**src/pkg/low_power_defines.vh**
```
// Constants for the low-power mode and wake-up controller.
// Assumes a 40 MHz system clock and a 32-bit classic Wishbone register port.
`ifndef LOW_POWER_DEFINES_VH
`define LOW_POWER_DEFINES_VH

// ----------------------------------------
// Register byte offsets
// ----------------------------------------
`define LP_ADR_FAST_STARTUP 8'h00
`define LP_ADR_BACKUP_WAKE 8'h04
`define LP_ADR_DEBOUNCE 8'h08
`define LP_ADR_CLOCK_CTRL 8'h0c
`define LP_ADR_STATUS 8'h10

// ----------------------------------------
// Field positions
// ----------------------------------------
`define LP_FS_CAL_BIT 16
`define LP_FS_TIMER_BIT 17
`define LP_FS_USB_BIT 18
`define LP_FS_LPSEL_BIT 20
`define LP_BW_FORCE_BIT 16
`define LP_BW_BROWN_BIT 17
`define LP_BW_CAL_BIT 18
`define LP_BW_TIMER_BIT 19
`define LP_CC_RC_BIT 0
`define LP_CC_SLOWXTAL_BIT 3
`define LP_CC_PERIPH_BIT 4

// ----------------------------------------
// Reset values
// ----------------------------------------
`define LP_RST_FAST_STARTUP 32'h0000_0000
`define LP_RST_BACKUP_WAKE 32'h0000_0000
`define LP_RST_DEBOUNCE 32'h0000_0000
`define LP_RST_CLOCK_CTRL 5'h11

// ----------------------------------------
// Main clock sources
// ----------------------------------------
`define LP_MCK_FAST_RC 2'h0
`define LP_MCK_CRYSTAL 2'h1
`define LP_MCK_PLL 2'h2

// ----------------------------------------
// Timing
// ----------------------------------------
`define LP_CLOCK_MHZ 40
`define LP_BACKUP_RECOVER_US 400
`define LP_BACKUP_RECOVER_CYCLES (`LP_BACKUP_RECOVER_US * `LP_CLOCK_MHZ)
`define LP_RC_RESTART_NS 5000
`define LP_RC_RESTART_CYCLES ((`LP_RC_RESTART_NS * `LP_CLOCK_MHZ + 999) / 1000)

`endif

```
**src/design/low_power_mode_wakeup_control.v**
```verilog
// Low-power mode controller: sleep, wait and backup entry, wake-up and restart.
// Assumes the core gives one-cycle pulses for its wait instructions and that
// every pin input is already synchronous to the clock.
//
// The Wishbone slave port and the address map are this design's own decisions.
`timescale 1ns/1ps
`default_nettype none
`include "low_power_defines.vh"

module low_power_mode_wakeup_control #(
  parameter DEB_W = 16,
  parameter TIMER_W = 16,
  parameter [TIMER_W-1:0] BACKUP_RECOVER_CYCLES = `LP_BACKUP_RECOVER_CYCLES,
  parameter [TIMER_W-1:0] RC_RESTART_CYCLES = `LP_RC_RESTART_CYCLES
) (
  // Clock and reset.
  input wire clock,
  input wire sys_rst,
  // Wishbone register port.
  input wire wb_cyc_i,
  input wire wb_stb_i,
  input wire wb_we_i,
  input wire [7:0] wb_adr_i,
  input wire [3:0] wb_sel_i,
  input wire [31:0] wb_dat_i,
  output reg [31:0] wb_dat_o,
  output reg wb_ack_o,
  // Processor core.
  input wire waitEventExec,
  input wire waitIntExec,
  input wire deepSleepSelect,
  input wire coreInterrupt,
  input wire coreEvent,
  // Wake-up sources.
  input wire forceWakeupN,
  input wire [15:0] wakeupInputs,
  input wire brownoutAlarm,
  input wire calendarAlarm,
  input wire timerAlarm,
  input wire usbWakeup,
  // Power and clock controls.
  output reg regulatorShutdownN,
  output reg coreResetN,
  output reg coreClockEnable,
  output reg periphClockEnable,
  output reg memClockEnable,
  output reg [1:0] mainClockSelect,
  output reg slowCrystalSelect,
  output wire fastRcEnable,
  output wire fastStartupRequest,
  output reg [2:0] powerMode
);

  // ----------------------------------------
  // States
  // ----------------------------------------
  localparam ACTIVE = 3'h0;
  localparam SLEEP = 3'h1;
  localparam WAITING = 3'h2;
  localparam BACKUP = 3'h3;
  localparam POWERUP = 3'h4;
  localparam RESTART = 3'h5;

  // Byte-lane merge used by every writable register except clockCtrl, which is written only when lane 0 is selected.
  function [31:0] laneMerge;
    input [31:0] oldValue;
    input [31:0] newValue;
    input [3:0] sel;
    integer i;
    begin
      laneMerge = oldValue;
      for (i = 0; i < 4; i = i + 1)
      begin
        if (sel[i])
        begin
          laneMerge[i*8 +: 8] = newValue[i*8 +: 8];
        end
      end
    end
  endfunction

  // Modes in which memories and peripherals keep their clocks; one test
  // gates both enables, and the peripheral enable is also gated by clockCtrl bit 4.
  function busClocked;
    input [2:0] mode;
    begin
      busClocked = (mode == ACTIVE) || (mode == SLEEP);
    end
  endfunction

  // ----------------------------------------
  // Registers and state
  // ----------------------------------------
  reg [31:0] fastStartupModeReg;
  reg [31:0] backupWakeEnable;
  reg [31:0] debounceReg;
  reg [4:0] clockCtrl;
  reg [2:0] state;
  reg [2:0] next_state;
  reg [TIMER_W-1:0] timer;
  reg [DEB_W-1:0] forceCount;
  reg [DEB_W-1:0] inputCount;
  reg [15:0] entrySnapshot;
  reg sleptOnInterrupt;
  reg [4:0] wakeCause;

  // A write lands once, at the edge that raises ack; the held request is then ignored.
  wire busWrite = wb_cyc_i & wb_stb_i & wb_we_i & ~wb_ack_o;
  wire lowPowerSelect = fastStartupModeReg[`LP_FS_LPSEL_BIT];

  // Mode changes that load the timer and hand the main clock back to the RC.
  wire enterRestart = (state == WAITING) && (next_state == RESTART);
  wire enterPowerup = (state == BACKUP) && (next_state == POWERUP);
  wire timerDone = (timer == {TIMER_W{1'b0}});

  // Fast start is plain gating of pins, so it needs no running clock.
  // It is held off outside wait, so a low pin in active mode does nothing.
  assign fastStartupRequest = (state == WAITING) &
    ((|(~wakeupInputs & fastStartupModeReg[15:0])) |
     (calendarAlarm & fastStartupModeReg[`LP_FS_CAL_BIT]) |
     (timerAlarm & fastStartupModeReg[`LP_FS_TIMER_BIT]) |
     (usbWakeup & fastStartupModeReg[`LP_FS_USB_BIT]));

  // ----------------------------------------
  // Backup wake-up detection
  // ----------------------------------------
  // A source must hold for the programmed count plus one cycle.
  // Alarms bypass the count: they come from clocked logic and cannot bounce.
  wire forceActive = ~forceWakeupN & backupWakeEnable[`LP_BW_FORCE_BIT];
  wire inputActive = |((wakeupInputs ^ entrySnapshot) & backupWakeEnable[15:0]);
  wire forceEvent = forceActive & (forceCount == debounceReg[DEB_W-1:0]);
  wire inputEvent = inputActive & (inputCount == debounceReg[16 +: DEB_W]);
  wire alarmEvent = (brownoutAlarm & backupWakeEnable[`LP_BW_BROWN_BIT]) |
    (calendarAlarm & backupWakeEnable[`LP_BW_CAL_BIT]) |
    (timerAlarm & backupWakeEnable[`LP_BW_TIMER_BIT]);
  wire backupWake = (state == BACKUP) & (forceEvent | inputEvent | alarmEvent);

  // Debounce counters run only in backup and saturate at the threshold.
  // Any break in the level restarts the count, so a pin glitch shorter
  // than the programmed length can never power the core back up.
  always @(posedge clock or posedge sys_rst)
  begin
    if (sys_rst)
    begin
      forceCount <= {DEB_W{1'b0}};
      inputCount <= {DEB_W{1'b0}};
    end
    else
    begin
      if (state != BACKUP || !forceActive)
        forceCount <= {DEB_W{1'b0}};
      else if (!forceEvent)
        forceCount <= forceCount + 1'b1;
      if (state != BACKUP || !inputActive)
        inputCount <= {DEB_W{1'b0}};
      else if (!inputEvent)
        inputCount <= inputCount + 1'b1;
    end
  end

  // ----------------------------------------
  // Mode sequencer
  // ----------------------------------------
  // Wait instructions are only honoured from active mode.
  // A wait-for-interrupt with either select bit set is ignored: the
  // core simply runs on rather than entering a mode it cannot leave.
  always @*
  begin
    next_state = state;
    case (state)
      ACTIVE:
      begin
        if (waitEventExec && deepSleepSelect)
          next_state = BACKUP;
        else if (waitEventExec && lowPowerSelect)
          next_state = WAITING;
        else if ((waitEventExec || waitIntExec) && !lowPowerSelect && !deepSleepSelect)
          next_state = SLEEP;
      end
      SLEEP:
      begin
        if (sleptOnInterrupt ? coreInterrupt : coreEvent)
          next_state = ACTIVE;
      end
      WAITING:
      begin
        if (fastStartupRequest)
          next_state = RESTART;
      end
      BACKUP:
      begin
        if (backupWake)
          next_state = POWERUP;
      end
      POWERUP:
      begin
        if (timerDone)
          next_state = ACTIVE;
      end
      RESTART:
      begin
        if (timerDone)
          next_state = ACTIVE;
      end
      default:
        next_state = ACTIVE;
    endcase
  end

  // State, timer and entry bookkeeping.
  // The timer stops at zero, so a stale count never cuts a later power-up short.
  always @(posedge clock or posedge sys_rst)
  begin
    if (sys_rst)
    begin
      state <= ACTIVE;
      timer <= {TIMER_W{1'b0}};
      entrySnapshot <= 16'h0000;
      sleptOnInterrupt <= 1'b0;
      wakeCause <= 5'h00;
    end
    else
    begin
      state <= next_state;
      if (enterPowerup)
        timer <= BACKUP_RECOVER_CYCLES - 1'b1;
      else if (enterRestart)
        timer <= RC_RESTART_CYCLES - 1'b1;
      else if (!timerDone)
        timer <= timer - 1'b1;
      if (state == ACTIVE && next_state == BACKUP)
        entrySnapshot <= wakeupInputs;
      if (state == ACTIVE && next_state == SLEEP)
        sleptOnInterrupt <= waitIntExec & ~waitEventExec;
      if (backupWake)
        wakeCause <= {timerAlarm & backupWakeEnable[`LP_BW_TIMER_BIT],
                      calendarAlarm & backupWakeEnable[`LP_BW_CAL_BIT],
                      brownoutAlarm & backupWakeEnable[`LP_BW_BROWN_BIT],
                      inputEvent, forceEvent};
    end
  end

  // ----------------------------------------
  // Power and clock outputs
  // ----------------------------------------
  // Outputs are decoded from the next state so they change with the state flop.
  // Decoding the current state would leave clocks running one cycle into a mode.
  always @(posedge clock or posedge sys_rst)
  begin
    if (sys_rst)
    begin
      regulatorShutdownN <= 1'b1;
      coreResetN <= 1'b1;
      coreClockEnable <= 1'b1;
      periphClockEnable <= 1'b1;
      memClockEnable <= 1'b1;
      powerMode <= ACTIVE;
    end
    else
    begin
      powerMode <= next_state;
      regulatorShutdownN <= (next_state != BACKUP);
      coreResetN <= (next_state != BACKUP) && (next_state != POWERUP);
      coreClockEnable <= (next_state == ACTIVE);
      memClockEnable <= busClocked(next_state);
      periphClockEnable <= busClocked(next_state) && clockCtrl[`LP_CC_PERIPH_BIT];
    end
  end

  // ----------------------------------------
  // Register file
  // ----------------------------------------
  // The slow oscillator choice lives here so it survives every mode.
  always @(posedge clock or posedge sys_rst)
  begin
    if (sys_rst)
    begin
      fastStartupModeReg <= `LP_RST_FAST_STARTUP;
      backupWakeEnable <= `LP_RST_BACKUP_WAKE;
      debounceReg <= `LP_RST_DEBOUNCE;
      clockCtrl <= `LP_RST_CLOCK_CTRL;
    end
    else
    begin
      if (busWrite && wb_adr_i == `LP_ADR_FAST_STARTUP)
        fastStartupModeReg <= laneMerge(fastStartupModeReg, wb_dat_i, wb_sel_i) &
          32'h0017_ffff;
      if (busWrite && wb_adr_i == `LP_ADR_BACKUP_WAKE)
        backupWakeEnable <= laneMerge(backupWakeEnable, wb_dat_i, wb_sel_i) &
          32'h000f_ffff;
      if (busWrite && wb_adr_i == `LP_ADR_DEBOUNCE)
        debounceReg <= laneMerge(debounceReg, wb_dat_i, wb_sel_i);
      if (busWrite && wb_adr_i == `LP_ADR_CLOCK_CTRL && wb_sel_i[0])
        clockCtrl <= wb_dat_i[4:0];
      // Hardware wins over a software write in the same cycle.
      // Software polling the RC enable therefore sees the clear it waits for.
      if (state == ACTIVE && next_state == WAITING)
        clockCtrl[`LP_CC_RC_BIT] <= 1'b0;
      if (enterRestart || enterPowerup)
      begin
        clockCtrl[`LP_CC_RC_BIT] <= 1'b1;
        clockCtrl[2:1] <= `LP_MCK_FAST_RC;
      end
    end
  end

  assign fastRcEnable = clockCtrl[`LP_CC_RC_BIT];

  // Clock source outputs follow the control register one cycle later.
  // Registering them keeps the bus write path away from the clock multiplexers.
  always @(posedge clock or posedge sys_rst)
  begin
    if (sys_rst)
    begin
      mainClockSelect <= `LP_MCK_FAST_RC;
      slowCrystalSelect <= 1'b0;
    end
    else
    begin
      mainClockSelect <= clockCtrl[2:1];
      slowCrystalSelect <= clockCtrl[`LP_CC_SLOWXTAL_BIT];
    end
  end

  // ----------------------------------------
  // Wishbone answer
  // ----------------------------------------
  // One wait state; unmapped offsets answer with zero so software never hangs.
  // Read data is loaded every cycle, so it is settled in the ack cycle.
  always @(posedge clock or posedge sys_rst)
  begin
    if (sys_rst)
    begin
      wb_ack_o <= 1'b0;
      wb_dat_o <= 32'h0000_0000;
    end
    else
    begin
      wb_ack_o <= wb_cyc_i & wb_stb_i & ~wb_ack_o;
      case (wb_adr_i)
        `LP_ADR_FAST_STARTUP: wb_dat_o <= fastStartupModeReg;
        `LP_ADR_BACKUP_WAKE: wb_dat_o <= backupWakeEnable;
        `LP_ADR_DEBOUNCE: wb_dat_o <= debounceReg;
        `LP_ADR_CLOCK_CTRL: wb_dat_o <= {27'h0000000, clockCtrl};
        `LP_ADR_STATUS: wb_dat_o <= {19'h00000, wakeCause, 5'h00, state};
        default: wb_dat_o <= 32'h0000_0000;
      endcase
    end
  end

endmodule // low_power_mode_wakeup_control

`default_nettype wire

```
**config.mk**
```make
export PLATFORM = sky130hd
export DESIGN_NAME = low_power_mode_wakeup_control
export DESIGN_NICKNAME = d
export VERILOG_FILES = /design/src/design/low_power_mode_wakeup_control.v
export VERILOG_INCLUDE_DIRS = /design/src /design/src/pkg
export SDC_FILE = /design/constraint.sdc
export NUM_CORES = 1
export LEC_CHECK = 0
export BUFFER_PORTS_ARGS = -buffer_cell sky130_fd_sc_hd__buf_2
export CORE_MARGIN = 4
export CORE_UTILIZATION = 50
export DETAILED_ROUTE_END_ITERATION = 8
export HOLD_SLACK_MARGIN = 0.12
export PLACE_DENSITY_LB_ADDON = 0.05
export SLEW_MARGIN = 20
export SYNTH_ARGS = -nofsm -noshare
export SYNTH_HDL_FRONTEND = slang
export SYNTH_SLANG_ARGS = --single-unit
```
**constraint.sdc**
```tcl
create_clock -name clock -period 15.8 [get_ports clock]
set_clock_uncertainty 0.2 [all_clocks]
set_input_delay 0.79 -clock clock [delete_from_list [all_inputs] [get_ports clock]]
set_output_delay 0.79 -clock clock [all_outputs]
set_load 0.02 [all_outputs]
```
Word level (Yosys, flattened, before mapping)
Cells that the tools add are included.
- div/mod/pow operators: 0
- multiply operators: 0
- add/subtract/negate cells: 3
- magnitude comparators: 0
- muxes and demuxes: 20
- bitwise operators: 30
- shifts and indexed selects: 0
- eq/ne operators: 22
- reduce and logical (&&, ||, !) cells: 44
- operator list (kind ; number):
    case mux 32 bit (5 select lines) ; 1
    2-to-1 mux 16 bit ; 7
    adder 16 x 1 -> 16 bit (second input constant) ; 2
    AND 16 bit ; 2
    == test 16 bit ; 2
    OR reduction 16 bit ; 2
    2-to-1 mux 3 bit ; 9
    AND reduction 2 bit ; 10
    AND 1 bit ; 16
    == test 8 x 4 -> 1 bit (second input constant) ; 2
    logical AND 1 bit ; 16
    logical NOT 16 bit ; 1
    NOT 16 bit ; 1
    subtractor 16 x 1 -> 16 bit (second input constant) ; 1
    XOR 16 bit ; 1
    case mux 3 bit (5 select lines) ; 1
    == test 3 x 2 -> 1 bit (second input constant) ; 4
    == test 3 bit (second input constant) ; 4
    == test 8 x 3 -> 1 bit (second input constant) ; 1
    == test 8 x 5 -> 1 bit (second input constant) ; 1
    logical NOT 8 bit ; 1
    OR 1 bit ; 7
    == test 3 x 1 -> 1 bit (second input constant) ; 2
    logical NOT 3 bit ; 2
    other kinds (10) ; 23
- output and inout bits: 46
- memories: 0
- bits in writable memories: 0
- input port bits: 75
- logic and storage cells: 148
- memory bits (read-only): 0
- latch bits: 0
- bits in registers: 191

Logic depth before layout (Yosys ltp)
- depth in word-level cells: 13
- gate-level depth with buffers: 9
- mapped depth without buffers: 8

Worst setup path after synthesis
Ideal clock, no wire load.
- kind: input-to-reg
- from: input wb_adr_i[0]
- to: register debounceReg[24]
- required time: 15.473 ns
- library setup time: 0.127 ns
- arrival time: 2.627 ns
- path buffers: 2
- slack: 12.846 ns
- stages on the path: 7
- cells stage by stage: or4_4 or3_1 buf_6 nor3_4 and3_1 buf_4 mux2_1
- longest elaborated chain between the ends: 3
- RTL lines (item ; line ; text):
    from (decl) ; low_power_mode_wakeup_control.v:23 ; input wire [7:0] wb_adr_i,
    == test 8 x 4 -> 1 bit ; n/a ;
    logical AND 1 bit (no source line) ; n/a ;
    AND reduction 2 bit (no source line) ; n/a ;
    to (signal assigned) ; low_power_mode_wakeup_control.v:280 ; debounceReg <= `LP_RST_DEBOUNCE;
    to (signal assigned) ; low_power_mode_wakeup_control.v:292 ; debounceReg <= laneMerge(debounceReg, wb_dat_i, wb_sel_i);
    to (decl) ; low_power_mode_wakeup_control.v:96 ; reg [31:0] debounceReg;
Every way passes these cells.
A chain may end at the register's enable or synchronous reset.

Worst setup path in the final report
- from: input wb_adr_i[0]
- to: register debounceReg[26]
The elaborated chain is that of the path after synthesis.

==> results.txt <==
Status - finished clean
Number of post-CTS setup repair buffers - 0
Post-synth cell types - 60
Power Density - 91.2 nW/um2
EDFF count, synth - 0
Die area - 20000 um2
Final count of hold timing violations - 0
Mapped Avg Cell Area - 11.7 um2
# IOs - 121
Final wirelength - 23400 um
Initial antenna violation count - 2
Synth warnings - 0
Slew @ Worst Pin - 1120 ps
Vias per cell - 5.71
ANT cells - 0
Share of cells above drive strength 1 - 29.0%
Lkg Pwr - 0.00504 uW
Post-route minimum period - 3450 ps
Top post-synthesis cells by area - dfrtp_1 52%, mux2_2 8.7%, xor2_1 4.9%
GPL Wtd Cong - 0.913
Max cap viols - 0
Worst-Skew Late Latency - 430 ps
Fillers - 1436
Area growth, synth to finish - 15.3%
Routed WL per cell - 20.9 um
Max_slew headroom - 24.9%
Critical path capture point type - flop
Tcrit/Tclk final - 21.8%
CTS H-tree depth - 4
Layout Nets - 962
Crit Path Class - in2reg
Area of the core - 17400 um2
HPWL Detailed - 17000 um
Hold-fix buffers, CTS - 0
Die height - 141 um
Root Buffer - clkbuf_16
Post-Syn Area - 8900 um2
Crit path cell chain - buf_2 -> or4_4 -> or3_1 -> nor3_4 -> and3_1 -> mux2_1
Req. time, crit path - 15900 ps
Reg clk slew, reported paths - 70 ps
Vias in the first global route - 6500
FF+latch count, synth - 191
Register area share after synthesis - 53.8%
Critical path startpoint category - primary input
Die Wd - 141 um
CTS Buf Count - 17
CTS tree - yes
Post-Route Setup TNS - 0 ps
Syn_nets - 841
DRT antenna net count - 0
DRC Markers - 0
Congestion Overflow GR - 0
RSZ-0062 raised after global routing - no
Final Slew Violations - 0
Top FF cell, synth - dfrtp_1
Via count - 6399
Slowest-stage cell, CP - or3_1
Worst vdd ir - 0.0712 mV
Peak Freq - 290 MHz
Setup Viol. Count Final - 0
PortBufs - 120
CTS sink count - 191
Num rows - 48
Synth Instances - 763
Worst EP arrival - 3550 ps
Max incr delay on CP - 730 ps
First-pass DRT Iterations - 6
Initial drt markers - 364
Area leader, netlist - dfrtp_1
Crit-path max FO - 16
Fraction of registers with async set/reset - 100%
Pwr Total - 937 uW
CTS Buffer Depth - 2
First-pass GRT wire length - 37000 um
Top-area cell type share of the netlist area - 51.7%
Hold Path Class - reg2reg
GRT Total Usage - 24.0%
# resized after CTS - 0
Initial Util - 51.3%
Largest net degree at the start of global routing - 128
==> worst max-delay path: cells and delay by family <==
kind / cells / cell delay, ps
and+or+nand+nor: 4 / 2280
buffers and inverters: 1 / 100
muxes: 1 / 380
==> Yosys cell counts (all sizes together), types with 2 or more instances <==
library cell	instances
xor2	50
inv	18
nand2b	12
nand4	26
and2	9
o2111ai	3
mux4	2
a21oi	16
a22o	2
nor2b	5
clkbuf	14
ha	3
nor3	10
nand2	53
mux2i	19
or4	3
o21ai	18
xnor2	41
a22oi	10
a21o	3
a222oi	5
a211oi	2
dfstp	7
o221ai	2
nor2	82
mux2	86
buf	7
dfrtp	184
and4	7
nand3	17
and3	23
a221o	2
nor4	7
or3	3
==> layout make-up <==
class	count	area [um2]	area share, %
flip-flops and latches	191	4790	46.6
multi-input cells	532	3950	38.5
repair buffers	123	623	6.07
clock buffers	22	454	4.42
well taps	225	282	2.74
clock inverters	9	88.8	0.865
inverters	19	78.8	0.768
==> metrics by stage <==
step           instance area (um2)  instances  utilization (%)  hold slack (ps)  worst slack, ps
6_report                     10300       1121             59.1              214            12350
5_1_grt                      10300       1121             59.1              230            12250
4_1_cts                      10300       1121             59.1              215            12370
3_5_place_dp                  9710       1090             56.0              191            11920
3_3_place_gp                  9710       1090             55.9              200            11970
2_1_floorplan                 8900        763                -              165             9620
==> routing by layer <==
metal | vias to the layer above | GRT usage [%] | part of all wire (%)
met5 | - | 0 | 0.12
met4 | 4 | 8.84 | 2.6
met3 | 42 | 5.36 | 6.1
met2 | 206 | 36.6 | 45
met1 | 3218 | 34.1 | 46
li1 | 2929 | - | -
==> final timing paths <==
path	start	endpoint	slack, ps	cells after the start
max in group asynchronous	sys_rst	debounceReg[20]$_DFFE_PP0P_	13610	3
worst max register to register	fastStartupModeReg[1]$_DFFE_PP0P_	entrySnapshot[14]$_DFFE_PP0P_	12640	7
worst max-delay path	wb_adr_i[0]	debounceReg[26]$_DFFE_PP0P_	12350	6
min in group asynchronous	sys_rst	timer[15]$_DFFE_PP0P_	320	2
worst min-delay path	clockCtrl[3]$_DFFE_PP0P_	slowCrystalSelect$_DFF_PP0_	210	0
worst min register to register	clockCtrl[3]$_DFFE_PP0P_	slowCrystalSelect$_DFF_PP0_	210	0
==> power breakdown <==
| group | switching (uW) | total (uW) | internal [uW] |
|---|---|---|---|
| logic | 28.0 | 41.5 | 13.5 |
| registers | 1.53 | 492 | 491 |
| clock network | 182 | 403 | 221 |
| total | 212 | 937 | 725 |
==> layout by cell type (no fill, tap or decap), types with 17 or more instances in the layout <==
cell type	instances
dfrtp_1	184
buf_2	120
nor2_1	75
mux2_2	69
nand2_1	53
xor2_1	50
xnor2_1	41
nand4_1	26
and3_1	23
mux2i_1	19
nand3_1	17
inv_1	17
clkbuf_16	17
==> registers in the layout, summed over array words and instances, names as in the netlist <==
signal / flops
backupWakeEnable: 20
clockCtrl: 5
coreClockEnable: 1
coreResetN: 1
debounceReg: 32
entrySnapshot: 16
fastStartupModeReg: 20
forceCount: 16
inputCount: 16
mainClockSelect: 2
memClockEnable: 1
periphClockEnable: 1
powerMode: 3
regulatorShutdownN: 1
sleptOnInterrupt: 1
slowCrystalSelect: 1
timer: 16
wakeCause: 5
wb_ack_o: 1
wb_dat_o: 32
==> cells by family after synthesis <==
logic type      Yosys count  share of synthesized area, %
compound gates           72                          5.65
xor+xnor                 91                          8.95
fa+ha+maj                 3                         0.422
buf+inv                  40                          1.98
flops                   191                          53.8
mux                     107                          13.9
simple gates            259                          15.3
Power figures use the tool's default switching activity.
